## src/pkg/pm_ident_consts.svh

```systemverilog
`ifndef PM_IDENT_CONSTS_SVH
`define PM_IDENT_CONSTS_SVH
// register byte offsets
`define PM_OFF_IDENT    8'h00
`define PM_OFF_POWER_MGMT_CTRL_STATUS     8'h08
`define PM_OFF_IRQ_STS  8'h0C
`define PM_OFF_IRQ_MASK 8'h10
// power state control/status fields
`define PM_BIT_FLAG     15
`define PM_BIT_GATE     8
`define PM_BIT_SKIP     3
`define PM_PWR_HI       1
`define PM_PWR_LO       0
// interrupt status bits
`define PM_IRQ_EVENT    0
`define PM_IRQ_PWRCHG   1
`define PM_IRQ_CFGRST   2
`define PM_IRQ_W        3
// reset values
`define PM_RST_PWR      2'h0
`define PM_RST_IRQ      3'h0
`define PM_RST_DATA     16'h0000
// stages on the asynchronous bus reset pin
`define PM_SYNC_STAGES  2
`endif

```

## src/pkg/pm_ident_pkg.sv

```systemverilog
package pm_ident_pkg;

  // two-bit power level encoding
  typedef enum logic [1:0] {
    RUNNING_STATE         = 2'h0,
    LOW_POWER_STATE_ONE   = 2'h1,
    LOW_POWER_STATE_TWO   = 2'h2,
    DEEPEST_HOT_OFF_STATE = 2'h3
  } pwr_level_t;

  // one register bus request
  typedef struct packed {
    logic [7:0]  addr;
    logic [15:0] wdata;
    logic        wr;
    logic        rd;
  } reg_req_t;

  // whole state of the block
  typedef struct packed {
    logic [1:0]  busRstSync;
    logic        busRstSeen;
    pwr_level_t  pwrLevel;
    logic        pmEventFlag;
    logic        pmEventGate;
    logic        skipResetOnWake;
    logic [2:0]  irqSts;
    logic [2:0]  irqMask;
    logic [15:0] rdData;
    logic        pmEventOutN;
    logic        cfgReset;
    logic        irqOut;
  } pm_state_t;

endpackage

```

## src/hw/power_mgmt_event_and_chip_ident.sv

```systemverilog
// What this block does
// - a detected power-management event sets the sticky event flag.
// - with flag and gate both set the active-low event output is driven low.
// - with the gate clear the event output stays high whatever the flag.
// - the flag clears only on power-up reset or a one written to its bit.
// - hardware and software resets leave the event flag untouched.
// - once the flag is clear the event output returns high.
// - the gate is read/write, zero after power-up, kept over soft reset.
// - skip bit set, a deepest-to-running move does no internal reset.
// - skip bit clear, a deepest-to-running move fires an internal reset.
// - a system reset returns the device to running with event context kept.
// - the read-only skip bit is loaded from the serial EEPROM bit.
// - power field 0 is running, 1 and 2 low power, 3 deepest hot-off.
// - the host writes the power field and reads back the current level.
// - the ident register is read-only: family, chip, revision, bit 0 zero.
`timescale 1ns/1ps
`include "pm_ident_consts.svh"

module power_mgmt_event_and_chip_ident #(
  parameter logic [7:0] FAMILY_CODE = 8'h5A, // arbitrary value
  parameter logic [3:0] CHIP_CODE   = 4'h6,  // arbitrary value
  parameter logic [2:0] REV_CODE    = 3'h2,  // arbitrary value
  parameter int         DATA_W      = 16
) (
  input  wire logic                   clk_sys,
  input  wire logic                   srst,
  input  wire pm_ident_pkg::reg_req_t busReq,
  output logic [15:0]                 rdData,
  input  wire logic                   pmEventDet,
  input  wire logic                   busRstPin,
  input  wire logic                   eepromLoad,
  input  wire logic                   eepromSkipBit,
  output logic                        pm_event_out_n,
  output pm_ident_pkg::pwr_level_t    pwrLevel,
  output logic                        cfgReset,
  output logic                        irqOut
);

  // the register map is fixed at sixteen data bits
  if (DATA_W != 16) begin : gDataCheck
    $error("DATA_W must be 16");
  end

  // the bus reset edge logic is written for exactly two sync stages
  if (`PM_SYNC_STAGES != 2) begin : gSyncCheck
    $error("sync stage count must be 2");
  end

  pm_ident_pkg::pm_state_t st_q;
  pm_ident_pkg::pm_state_t st_d;
  logic                    wrPmcs;
  logic                    wrSts;
  logic                    wrMask;
  logic                    wake;
  logic                    softRst;
  logic                    busRstRise;
  logic                    flagClr;
  logic [2:0]              evt;
  logic [15:0]             pmcsView;
  logic [15:0]             identView;

  // ident word never changes, so it is built from the parameters alone
  assign identView = {FAMILY_CODE, CHIP_CODE, REV_CODE, 1'b0};

  // read view of the control word; reserved bits are zero
  always_comb begin
    pmcsView                 = `PM_RST_DATA;
    pmcsView[`PM_BIT_FLAG]   = st_q.pmEventFlag;
    pmcsView[`PM_BIT_GATE]   = st_q.pmEventGate;
    pmcsView[`PM_BIT_SKIP]   = st_q.skipResetOnWake;
    pmcsView[`PM_PWR_HI:`PM_PWR_LO] = st_q.pwrLevel;
  end

  // next-state logic for the whole block
  always_comb begin
    st_d   = st_q;
    wrPmcs = busReq.wr && (busReq.addr == `PM_OFF_POWER_MGMT_CTRL_STATUS);
    wrSts  = busReq.wr && (busReq.addr == `PM_OFF_IRQ_STS);
    wrMask = busReq.wr && (busReq.addr == `PM_OFF_IRQ_MASK);
    flagClr = wrPmcs && busReq.wdata[`PM_BIT_FLAG];

    // pin synchroniser; first stage feeds only the second
    st_d.busRstSync = {st_q.busRstSync[0], busRstPin};
    st_d.busRstSeen = st_q.busRstSync[1];
    busRstRise      = st_q.busRstSync[1] && !st_q.busRstSeen;

    wake = wrPmcs
        && (st_q.pwrLevel == pm_ident_pkg::DEEPEST_HOT_OFF_STATE)
        && (busReq.wdata[`PM_PWR_HI:`PM_PWR_LO] == 2'h0);
    softRst = wake && !st_q.skipResetOnWake;

    if (wrPmcs) begin
      st_d.pwrLevel = pm_ident_pkg::pwr_level_t'(
        busReq.wdata[`PM_PWR_HI:`PM_PWR_LO]);
    end
    if (wrPmcs) begin
      st_d.pmEventGate = busReq.wdata[`PM_BIT_GATE];
    end
    // write one clears the flag, zero leaves it
    if (flagClr) begin
      st_d.pmEventFlag = 1'b0;
    end
    // detection wins over a clear in the same cycle
    if (pmEventDet) begin
      st_d.pmEventFlag = 1'b1;
    end
    // skip bit comes only from the EEPROM loader
    if (eepromLoad) begin
      st_d.skipResetOnWake = eepromSkipBit;
    end

    if (wrMask) begin
      st_d.irqMask = busReq.wdata[`PM_IRQ_W-1:0];
    end

    st_d.cfgReset = softRst || busRstRise;
    if (st_d.cfgReset) begin
      st_d.pwrLevel = pm_ident_pkg::RUNNING_STATE;
      st_d.irqMask  = `PM_RST_IRQ;
    end

    // sticky interrupt status, set beats the one-to-clear
    evt                 = '0;
    evt[`PM_IRQ_EVENT]  = pmEventDet;
    evt[`PM_IRQ_PWRCHG] = wrPmcs && (st_d.pwrLevel != st_q.pwrLevel);
    evt[`PM_IRQ_CFGRST] = st_d.cfgReset;
    if (wrSts) begin
      st_d.irqSts = st_q.irqSts & ~busReq.wdata[`PM_IRQ_W-1:0];
    end
    if (st_d.cfgReset) begin
      st_d.irqSts = `PM_RST_IRQ;
    end
    st_d.irqSts = st_d.irqSts | evt;
    st_d.irqOut = |(st_d.irqSts & st_d.irqMask);

    // output follows flag and gate together
    st_d.pmEventOutN = !(st_d.pmEventFlag && st_d.pmEventGate);

    // read data stand one cycle only; unmapped reads give zero
    st_d.rdData = `PM_RST_DATA;
    if (busReq.rd) begin
      case (busReq.addr)
        // read-only ident, writes have no decode
        `PM_OFF_IDENT:    st_d.rdData = identView;
        `PM_OFF_POWER_MGMT_CTRL_STATUS:     st_d.rdData = pmcsView;
        `PM_OFF_IRQ_STS:  st_d.rdData = {13'h0000, st_q.irqSts};
        `PM_OFF_IRQ_MASK: st_d.rdData = {13'h0000, st_q.irqMask};
        default:          st_d.rdData = `PM_RST_DATA;
      endcase
    end
  end

  // power-up reset clears everything, flag and gate included
  always_ff @(posedge clk_sys) begin
    if (srst) begin
      st_q <= '{busRstSync:      2'h0,
                busRstSeen:      1'b0,
                pwrLevel:        pm_ident_pkg::RUNNING_STATE,
                pmEventFlag:     1'b0,
                pmEventGate:     1'b0,
                skipResetOnWake: 1'b0,
                irqSts:          `PM_RST_IRQ,
                irqMask:         `PM_RST_IRQ,
                rdData:          `PM_RST_DATA,
                pmEventOutN:     1'b1,
                cfgReset:        1'b0,
                irqOut:          1'b0};
    end else begin
      st_q <= st_d;
    end
  end

  // outputs straight from the state register
  assign rdData         = st_q.rdData;
  assign pm_event_out_n = st_q.pmEventOutN;
  assign pwrLevel       = st_q.pwrLevel;
  assign cfgReset       = st_q.cfgReset;
  assign irqOut         = st_q.irqOut;
endmodule

```

## config.mk

```make
export PLATFORM = sky130hd
export DESIGN_NAME = power_mgmt_event_and_chip_ident
export DESIGN_NICKNAME = d
export VERILOG_FILES = /design/src/pkg/pm_ident_pkg.sv /design/src/hw/power_mgmt_event_and_chip_ident.sv
export VERILOG_INCLUDE_DIRS = /design/src /design/src/pkg
export SDC_FILE = /design/constraint.sdc
export NUM_CORES = 1
export LEC_CHECK = 0
export BUFFER_PORTS_ARGS = -buffer_cell sky130_fd_sc_hd__clkbuf_2
export CORE_MARGIN = 1.5
export CORE_UTILIZATION = 48
export CTS_BUF_LIST = sky130_fd_sc_hd__clkbuf_8
export DETAILED_ROUTE_END_ITERATION = 7
export MAX_ROUTING_LAYER = met4
export PLACE_DENSITY = 0.81
export SLEW_MARGIN = 20
export SYNTH_ARGS = -nofsm -noshare
export SYNTH_HDL_FRONTEND = slang
export SYNTH_SLANG_ARGS = --single-unit
```

## constraint.sdc

```tcl
create_clock -name clk_sys -period 1.8 [get_ports clk_sys]
set_input_delay 0 -clock clk_sys [delete_from_list [all_inputs] [get_ports clk_sys]]
set_output_delay 0 -clock clk_sys [all_outputs]
set_load 0.05 [all_outputs]
```

## Yosys cells after proc, flatten, opt, wreduce, memory -nomap -nowiden

Index checks and enable logic that the tools add are counted.

- Flip-flop bits (word level): 33
- Input bits: 32
- Logic and storage cells: 50

- Equality and inequality tests: 5
- Muxes and demuxes: 10
- Bitwise logic cells: 5
- Reduce and logical (&&, ||, !) cells: 18

Operators with widths:

| cell | number |
|---|---|
| case mux 16 bit (4 select lines) | 1 |
| == test 8 x 4 -> 1 bit, second input constant | 2 |
| two-way mux 3 bit | 4 |
| logical AND 1 bit | 10 |
| == test 8 x 5 -> 1 bit, second input constant | 1 |
| zero test 8 bit | 1 |
| AND 3 bit | 2 |
| two-way mux 2 bit | 2 |
| zero test 1 bit | 3 |
| two-way mux 1 bit | 3 |
| NOT 3 bit | 1 |
| bitwise OR 3 bit | 1 |
| OR reduction 3 bit | 1 |
| == test 2 bit, second input constant | 1 |
| zero test 2 bit | 1 |
| inequality test 2 bit | 1 |
| OR reduction 2 bit | 1 |
| logical OR 1 bit | 1 |
| NOT 1 bit | 1 |

## Logic depth before layout (Yosys ltp)

- Word-level depth: 12
- Mapped depth: 5

## Worst setup path after synthesis

No wires, ideal clock.

- Path kind: register to register
- From: reg st_q, in the netlist pwrLevel[0]
- To: reg st_q, in the netlist pwrLevel[0]
- Library setup time: 0.121 ns
- Data arrival time: 1.210 ns
- Required time: 1.679 ns
- Setup slack: 0.469 ns
- Stages on the path, launching flop included: 6
- Period minus slack after synthesis: 1.331 ns
- Cells stage by stage: dfxtp_1 nor4bb_1 nand4_1 nor2b_1 nand2b_1 nor2_1

- Longest elaborated chain between the ends: 6
- Elaborated cells on any way between the ends: 7
- Classes of those cells: eq/ne: 1; mux: 2; reduce/logical: 4

Ends and longest elaborated chain:

| what | RTL line | text |
|---|---|---|
| from (decl) | power_mgmt_event_and_chip_ident.sv:49 | `pm_ident_pkg::pm_state_t st_q;` |
| from (signal assigned) | power_mgmt_event_and_chip_ident.sv:156 | `st_q <= '{busRstSync: 2'h0,` |
| from (signal assigned) | power_mgmt_event_and_chip_ident.sv:169 | `st_q <= st_d;` |
| == test 2 bit | power_mgmt_event_and_chip_ident.sv:88 | `&& (st_q.pwrLevel == pm_ident_pkg::DEEPEST_HOT_OFF_STATE)` |
| logical AND 1 bit | power_mgmt_event_and_chip_ident.sv:88 |  |
| logical AND 1 bit | power_mgmt_event_and_chip_ident.sv:87 | `wake = wrPmcs` |
| logical AND 1 bit | power_mgmt_event_and_chip_ident.sv:90 | `softRst = wake && !st_q.skipResetOnWake;` |
| logical OR 1 bit | power_mgmt_event_and_chip_ident.sv:116 | `st_d.cfgReset = softRst \|\| busRstRise;` |
| two-way mux 2 bit (*) | power_mgmt_event_and_chip_ident.sv:117 | `if (st_d.cfgReset) begin` |

Every way passes the cells marked *; elsewhere a longest branch is shown, timed or not.
A chain may end at the register's enable or synchronous reset.

## Worst setup path after layout

Same ends and word-level chain as after synthesis.

==> results.md <==
- The proportion of synthesized chip area in sequential cells is 0.4051.
- The classification of the worst setup path is reg2reg.
- Entering global routing, the biggest net connects 15 pins.
- Across the routed clock network, the largest skew measured is 0.001791 ns.
- For this design the top-level I/O count stands at 53.
- Clock tree synthesis selected as its root buffer the cell sky130_fd_sc_hd__clkbuf_8.
- After detailed routing, the number of remaining DRC violations is 0.
- Setup repair after global routing left no endpoint under its margin.
- The capture point of the worst reg-to-reg path is pwrLevel[0].
- The average vias per placed instance is 5.258.
- The first global-routing pass estimated 4271 um of wire.
- In this run the tool buffered the top-level ports with 37 buffer cells.
- Across every metal layer, demand over resource in global routing totals 0.2192.
- In this run the remaining antenna-violating nets after routing total 0.
- Row generation in the floorplan step produced 17 rows.
- The synthesized area is 0.001186 mm2.
- The floorplan step set the die width to 52.71 um.
- The worst hold-check slack is 0.02699 ns.
- For the worst setup path, the data arrival time is 1.69 ns.
- The post-layout minimum cycle time is 1.538 ns.
- The count of maximum capacitance violations is 0.
- For the pin with the worst max-slew slack, the measured transition is 0.4870 ns.
- The max-slew violation total from the final report came to 0.
- For this run, global-route usage on met3 was measured as 0.03714.
- The number of buffers created by CTS is 3.
- Clock-pin slew was measured on the worst setup and hold paths at 0.08 ns.
- The clock drives 24 sinks.
- The clock network latency to the later pin of the worst-skew pair is 0.26 ns.
- Prior to clock tree synthesis, the placed netlist has a worst setup slack of 0.2573 ns.
- The total overflow reported by the global router is 0.
- For met2 alone, demand over resource in global routing was 0.3771.
- The element type at the critical path start is a register.
- The number of warnings reported in the yosys synthesis log is 0.
- The count of endpoints failing hold in the final timing report is 0.
- The post-detailed-placement cell area is 0.001301 mm2.
- The count of mapped cells out of synthesis is 128.
- IR analysis of the VDD net gives a maximum drop of 0.0005378 V.
- Counting flops and latches in the post-synthesis netlist gives 24.
- Tracing the worst setup path back leads to its startpoint at pwrLevel[0].
- Counting tap cells, the placed design contains a total of 180 instances.
- The core area is 0.002276 mm2.
- The internal reg-to-reg setup slack is 0.26 ns.
- The critical path required time is 1.95 ns.
- The total setup violations reported at the end of the flow is 0.
- Summed over all layers, the routed wires come to 2441 um.
- The finished cells cover 0.001433 mm2.
- From synthesis to final layout, the design area changed by 20.78%.
- The post-route fraction of the period consumed by the critical path is 0.8546.
- For this configuration, the core starts out at a cell density of 0.5212.
- In the final layout, the share of cells above drive strength 1 is 0.3210.
- The worst setup path is captured at a register.
- The number of global-route vias before repair is 996.
- The min-delay analysis places its worst path in the category in2reg.
- The detailed-route via count is 999.
- The flow ran to the end, and the final reports show no timing, DRC or antenna violations.
- The number of violations reported at the end of detailed-routing iteration 0 is 18.
- The worst flop-to-flop path startpoint is pwrLevel[0].
- The final worst-path setup slack is 0.2617 ns.
- The first TritonRoute pass finished after 4 iterations.
- The level count of the clock H-tree is 1.
- For this design the ratio of total power to cell area is 789.1 mW/mm2.
- The worst hold path terminates at pmcsView[8].
- The synthesized area divided by synthesized cell count is 9.267 um2.
- After detailed routing, the average wire length per cell comes to 12.85 um.
- After filler insertion, the fill cell instance count of the layout stands at 194.
- For this run, the number of standard cells in the final layout without fillers is 190.
- TritonCTS built the clock tree.
- The static leakage power is 0.6244 nW.
- Based on the critical path, the design can be clocked at up to 650.0 MHz.
- The number of antenna violations at the first check in global routing was 0.
- The number of antenna diodes in the final layout is 0.
- The count of cell types in the netlist is 34.
- After routing, the total negative slack on setup checks comes to 0 ns.
- The startpoint identified for the worst hold timing path is busReq[10].
- In the global route stage, met1 resource usage came out at 0.2496.
- Summed over all nets, the half-perimeter wirelength after detailed placement is 1795 um.
- The headroom to the max-slew limit is 0.6708.
- The maximum buffer depth of the clock tree is 2.
- The final layout net count is 195.
- Counting instances, the worst hold path has a depth of 3.
- The global routing's busiest layer is met2.
- The area of the die is 0.002778 mm2.
- The number of cell instances on the worst register-to-register path is 5.
- In this run the worst path has a maximum fanout of 7.
- Summing all flip-flop and latch instances after layout gives 480.5 um2.
- The die extent in y is 52.71 um.
- Routability-driven placement finished with a final weighted congestion of 0.8526.
- The multi-input gate area in the final layout is 570.5 um2.
## power by group
| group | leakage [nW] | internal, W | switching (W) | total (W) |
|---|---|---|---|---|
| Sequential | 0.195 | 0.000540 | 0.00000394 | 0.000544 |
| Combinational | 0.394 | 0.0000492 | 0.0000762 | 0.000125 |
| Clock | 0.0357 | 0.000297 | 0.000164 | 0.000462 |
## state kept, by name, summed over array words and instances (netlist names)
| name | cells |
|---|---|
| rdData | 7 |
| st_q | 7 |
| pmcsView | 3 |
| pwrLevel | 2 |
| st_d | 2 |
| cfgReset | 1 |
| irqOut | 1 |
| pm_event_out_n | 1 |
## synth_stat cells
master                     number  area share
sky130_fd_sc_hd__dfxtp_1       24        0.41
sky130_fd_sc_hd__buf_4         18        0.11
sky130_fd_sc_hd__nor2_1        18       0.057
sky130_fd_sc_hd__a21oi_1        8       0.034
sky130_fd_sc_hd__mux2i_1        8       0.068
sky130_fd_sc_hd__nand4_1        5       0.026
sky130_fd_sc_hd__nor2b_1        5       0.026
sky130_fd_sc_hd__and2_1         4       0.021
sky130_fd_sc_hd__nand2_1        4       0.013
sky130_fd_sc_hd__nand2b_1       3       0.016
sky130_fd_sc_hd__nor4bb_1       3       0.025
sky130_fd_sc_hd__a41oi_1        2       0.015
sky130_fd_sc_hd__inv_1          2      0.0063
sky130_fd_sc_hd__mux2_2         2       0.019
sky130_fd_sc_hd__nand3b_1       2       0.013
sky130_fd_sc_hd__nor4b_1        2       0.015
sky130_fd_sc_hd__a21o_1         1      0.0063
sky130_fd_sc_hd__a21oi_2        1      0.0074
sky130_fd_sc_hd__a31oi_1        1      0.0053
sky130_fd_sc_hd__and3b_1        1      0.0074
sky130_fd_sc_hd__clkbuf_1       1      0.0032
sky130_fd_sc_hd__conb_1         1      0.0032
sky130_fd_sc_hd__nand4b_1       1      0.0074
sky130_fd_sc_hd__nor3_1         1      0.0042
sky130_fd_sc_hd__nor3b_1        1      0.0063
sky130_fd_sc_hd__nor4_1         1      0.0053
sky130_fd_sc_hd__nor4_4         1       0.018
sky130_fd_sc_hd__o211ai_2       1       0.011
sky130_fd_sc_hd__o21ai_0        1      0.0042
sky130_fd_sc_hd__o22a_1         1      0.0074
sky130_fd_sc_hd__or2_2          1      0.0053
sky130_fd_sc_hd__or2b_4         1      0.0095
sky130_fd_sc_hd__or3_4          1      0.0095
sky130_fd_sc_hd__xnor2_1        1      0.0074
## worst max-delay path by stage
stage / end / slack, ns / depth (start not counted)
detailed placement: pm_event_out_n / 0.26 / 7
CTS: st_q[19] / 0.25 / 5
global route: st_q[21] / 0.05 / 5
finish: pwrLevel[0] / 0.26 / 5
floorplan: pwrLevel[0] / 0.47 / 5
global placement: pm_event_out_n / 0.29 / 7
## placed cells by master, fill, tap and decap left out, types with 2 or more instances in the layout
master	n
sky130_fd_sc_hd__dlygate4sd3_1	6
sky130_fd_sc_hd__a21oi_1	8
sky130_fd_sc_hd__nor2_1	18
sky130_fd_sc_hd__nor4bb_1	3
sky130_fd_sc_hd__nand2_1	4
sky130_fd_sc_hd__mux2_2	2
sky130_fd_sc_hd__nand4_1	5
sky130_fd_sc_hd__conb_1	4
sky130_fd_sc_hd__dfxtp_1	24
sky130_fd_sc_hd__nor2b_1	5
sky130_fd_sc_hd__mux2i_1	8
sky130_fd_sc_hd__nor4b_1	2
sky130_fd_sc_hd__buf_4	3
sky130_fd_sc_hd__nand3b_1	2
sky130_fd_sc_hd__and2_1	4
sky130_fd_sc_hd__clkbuf_2	37
sky130_fd_sc_hd__a41oi_1	2
sky130_fd_sc_hd__clkbuf_8	3
sky130_fd_sc_hd__inv_1	2
sky130_fd_sc_hd__nand2b_1	3
## cells by family after synthesis
family	after synthesis	share of synthesized area
DFF	24	0.4051
xor gates and xnor gates	1	0.007385
and+or+nand+nor	55	0.2848
AOI/OAI and AO/OA	16	0.08967
buffers and inverters	21	0.1234
muxes	10	0.08650
other	1	0.003162
## metrics by stage
step / util / total power, W
final: 0.6295 / 0.001130
after global routing: 0.6295 / 0.001174
after CTS: 0.6295 / 0.001137
after detailed placement: 0.5717 / 0.0006691
after global placement: 0.5717 / 0.0006654
after floorplan: - / 0.0006281
## worst max-delay path, cell delays in order, from the launching register on
cell                       delay, ns
sky130_fd_sc_hd__dfxtp_1        0.45
sky130_fd_sc_hd__nor4bb_1       0.31
sky130_fd_sc_hd__nand4_1        0.14
sky130_fd_sc_hd__nor2b_1        0.22
sky130_fd_sc_hd__nand2b_1       0.23
sky130_fd_sc_hd__nor2_1         0.08
## repair_timing
item                                    4_1_cts  5_1_grt
gates resized for setup                       0        0
hold endpoints to repair                      4        0
setup buffers                                 0        0
hold buffers                                  6        0
endpoints found under the setup margin        0        0
## final cells by class
| cell class | instances | area share |
|---|---|---|
| Timing Repair Buffer | 46 | 0.1869 |
| Multi-Input combinational cell | 86 | 0.3983 |
| Clock inverter | 1 | 0.02096 |
| Tap cell | 28 | 0.02445 |
| Clock buffer | 3 | 0.02882 |
| Sequential cell | 24 | 0.3354 |
| Inverter | 2 | 0.005240 |
## metal layers
layer  share of wire  up-vias
li1                -      496
met1            0.43      462
met2            0.50       37
met3           0.055        4
met4           0.010        0
met5               0        -
Power figures use the tool's default switching activity.
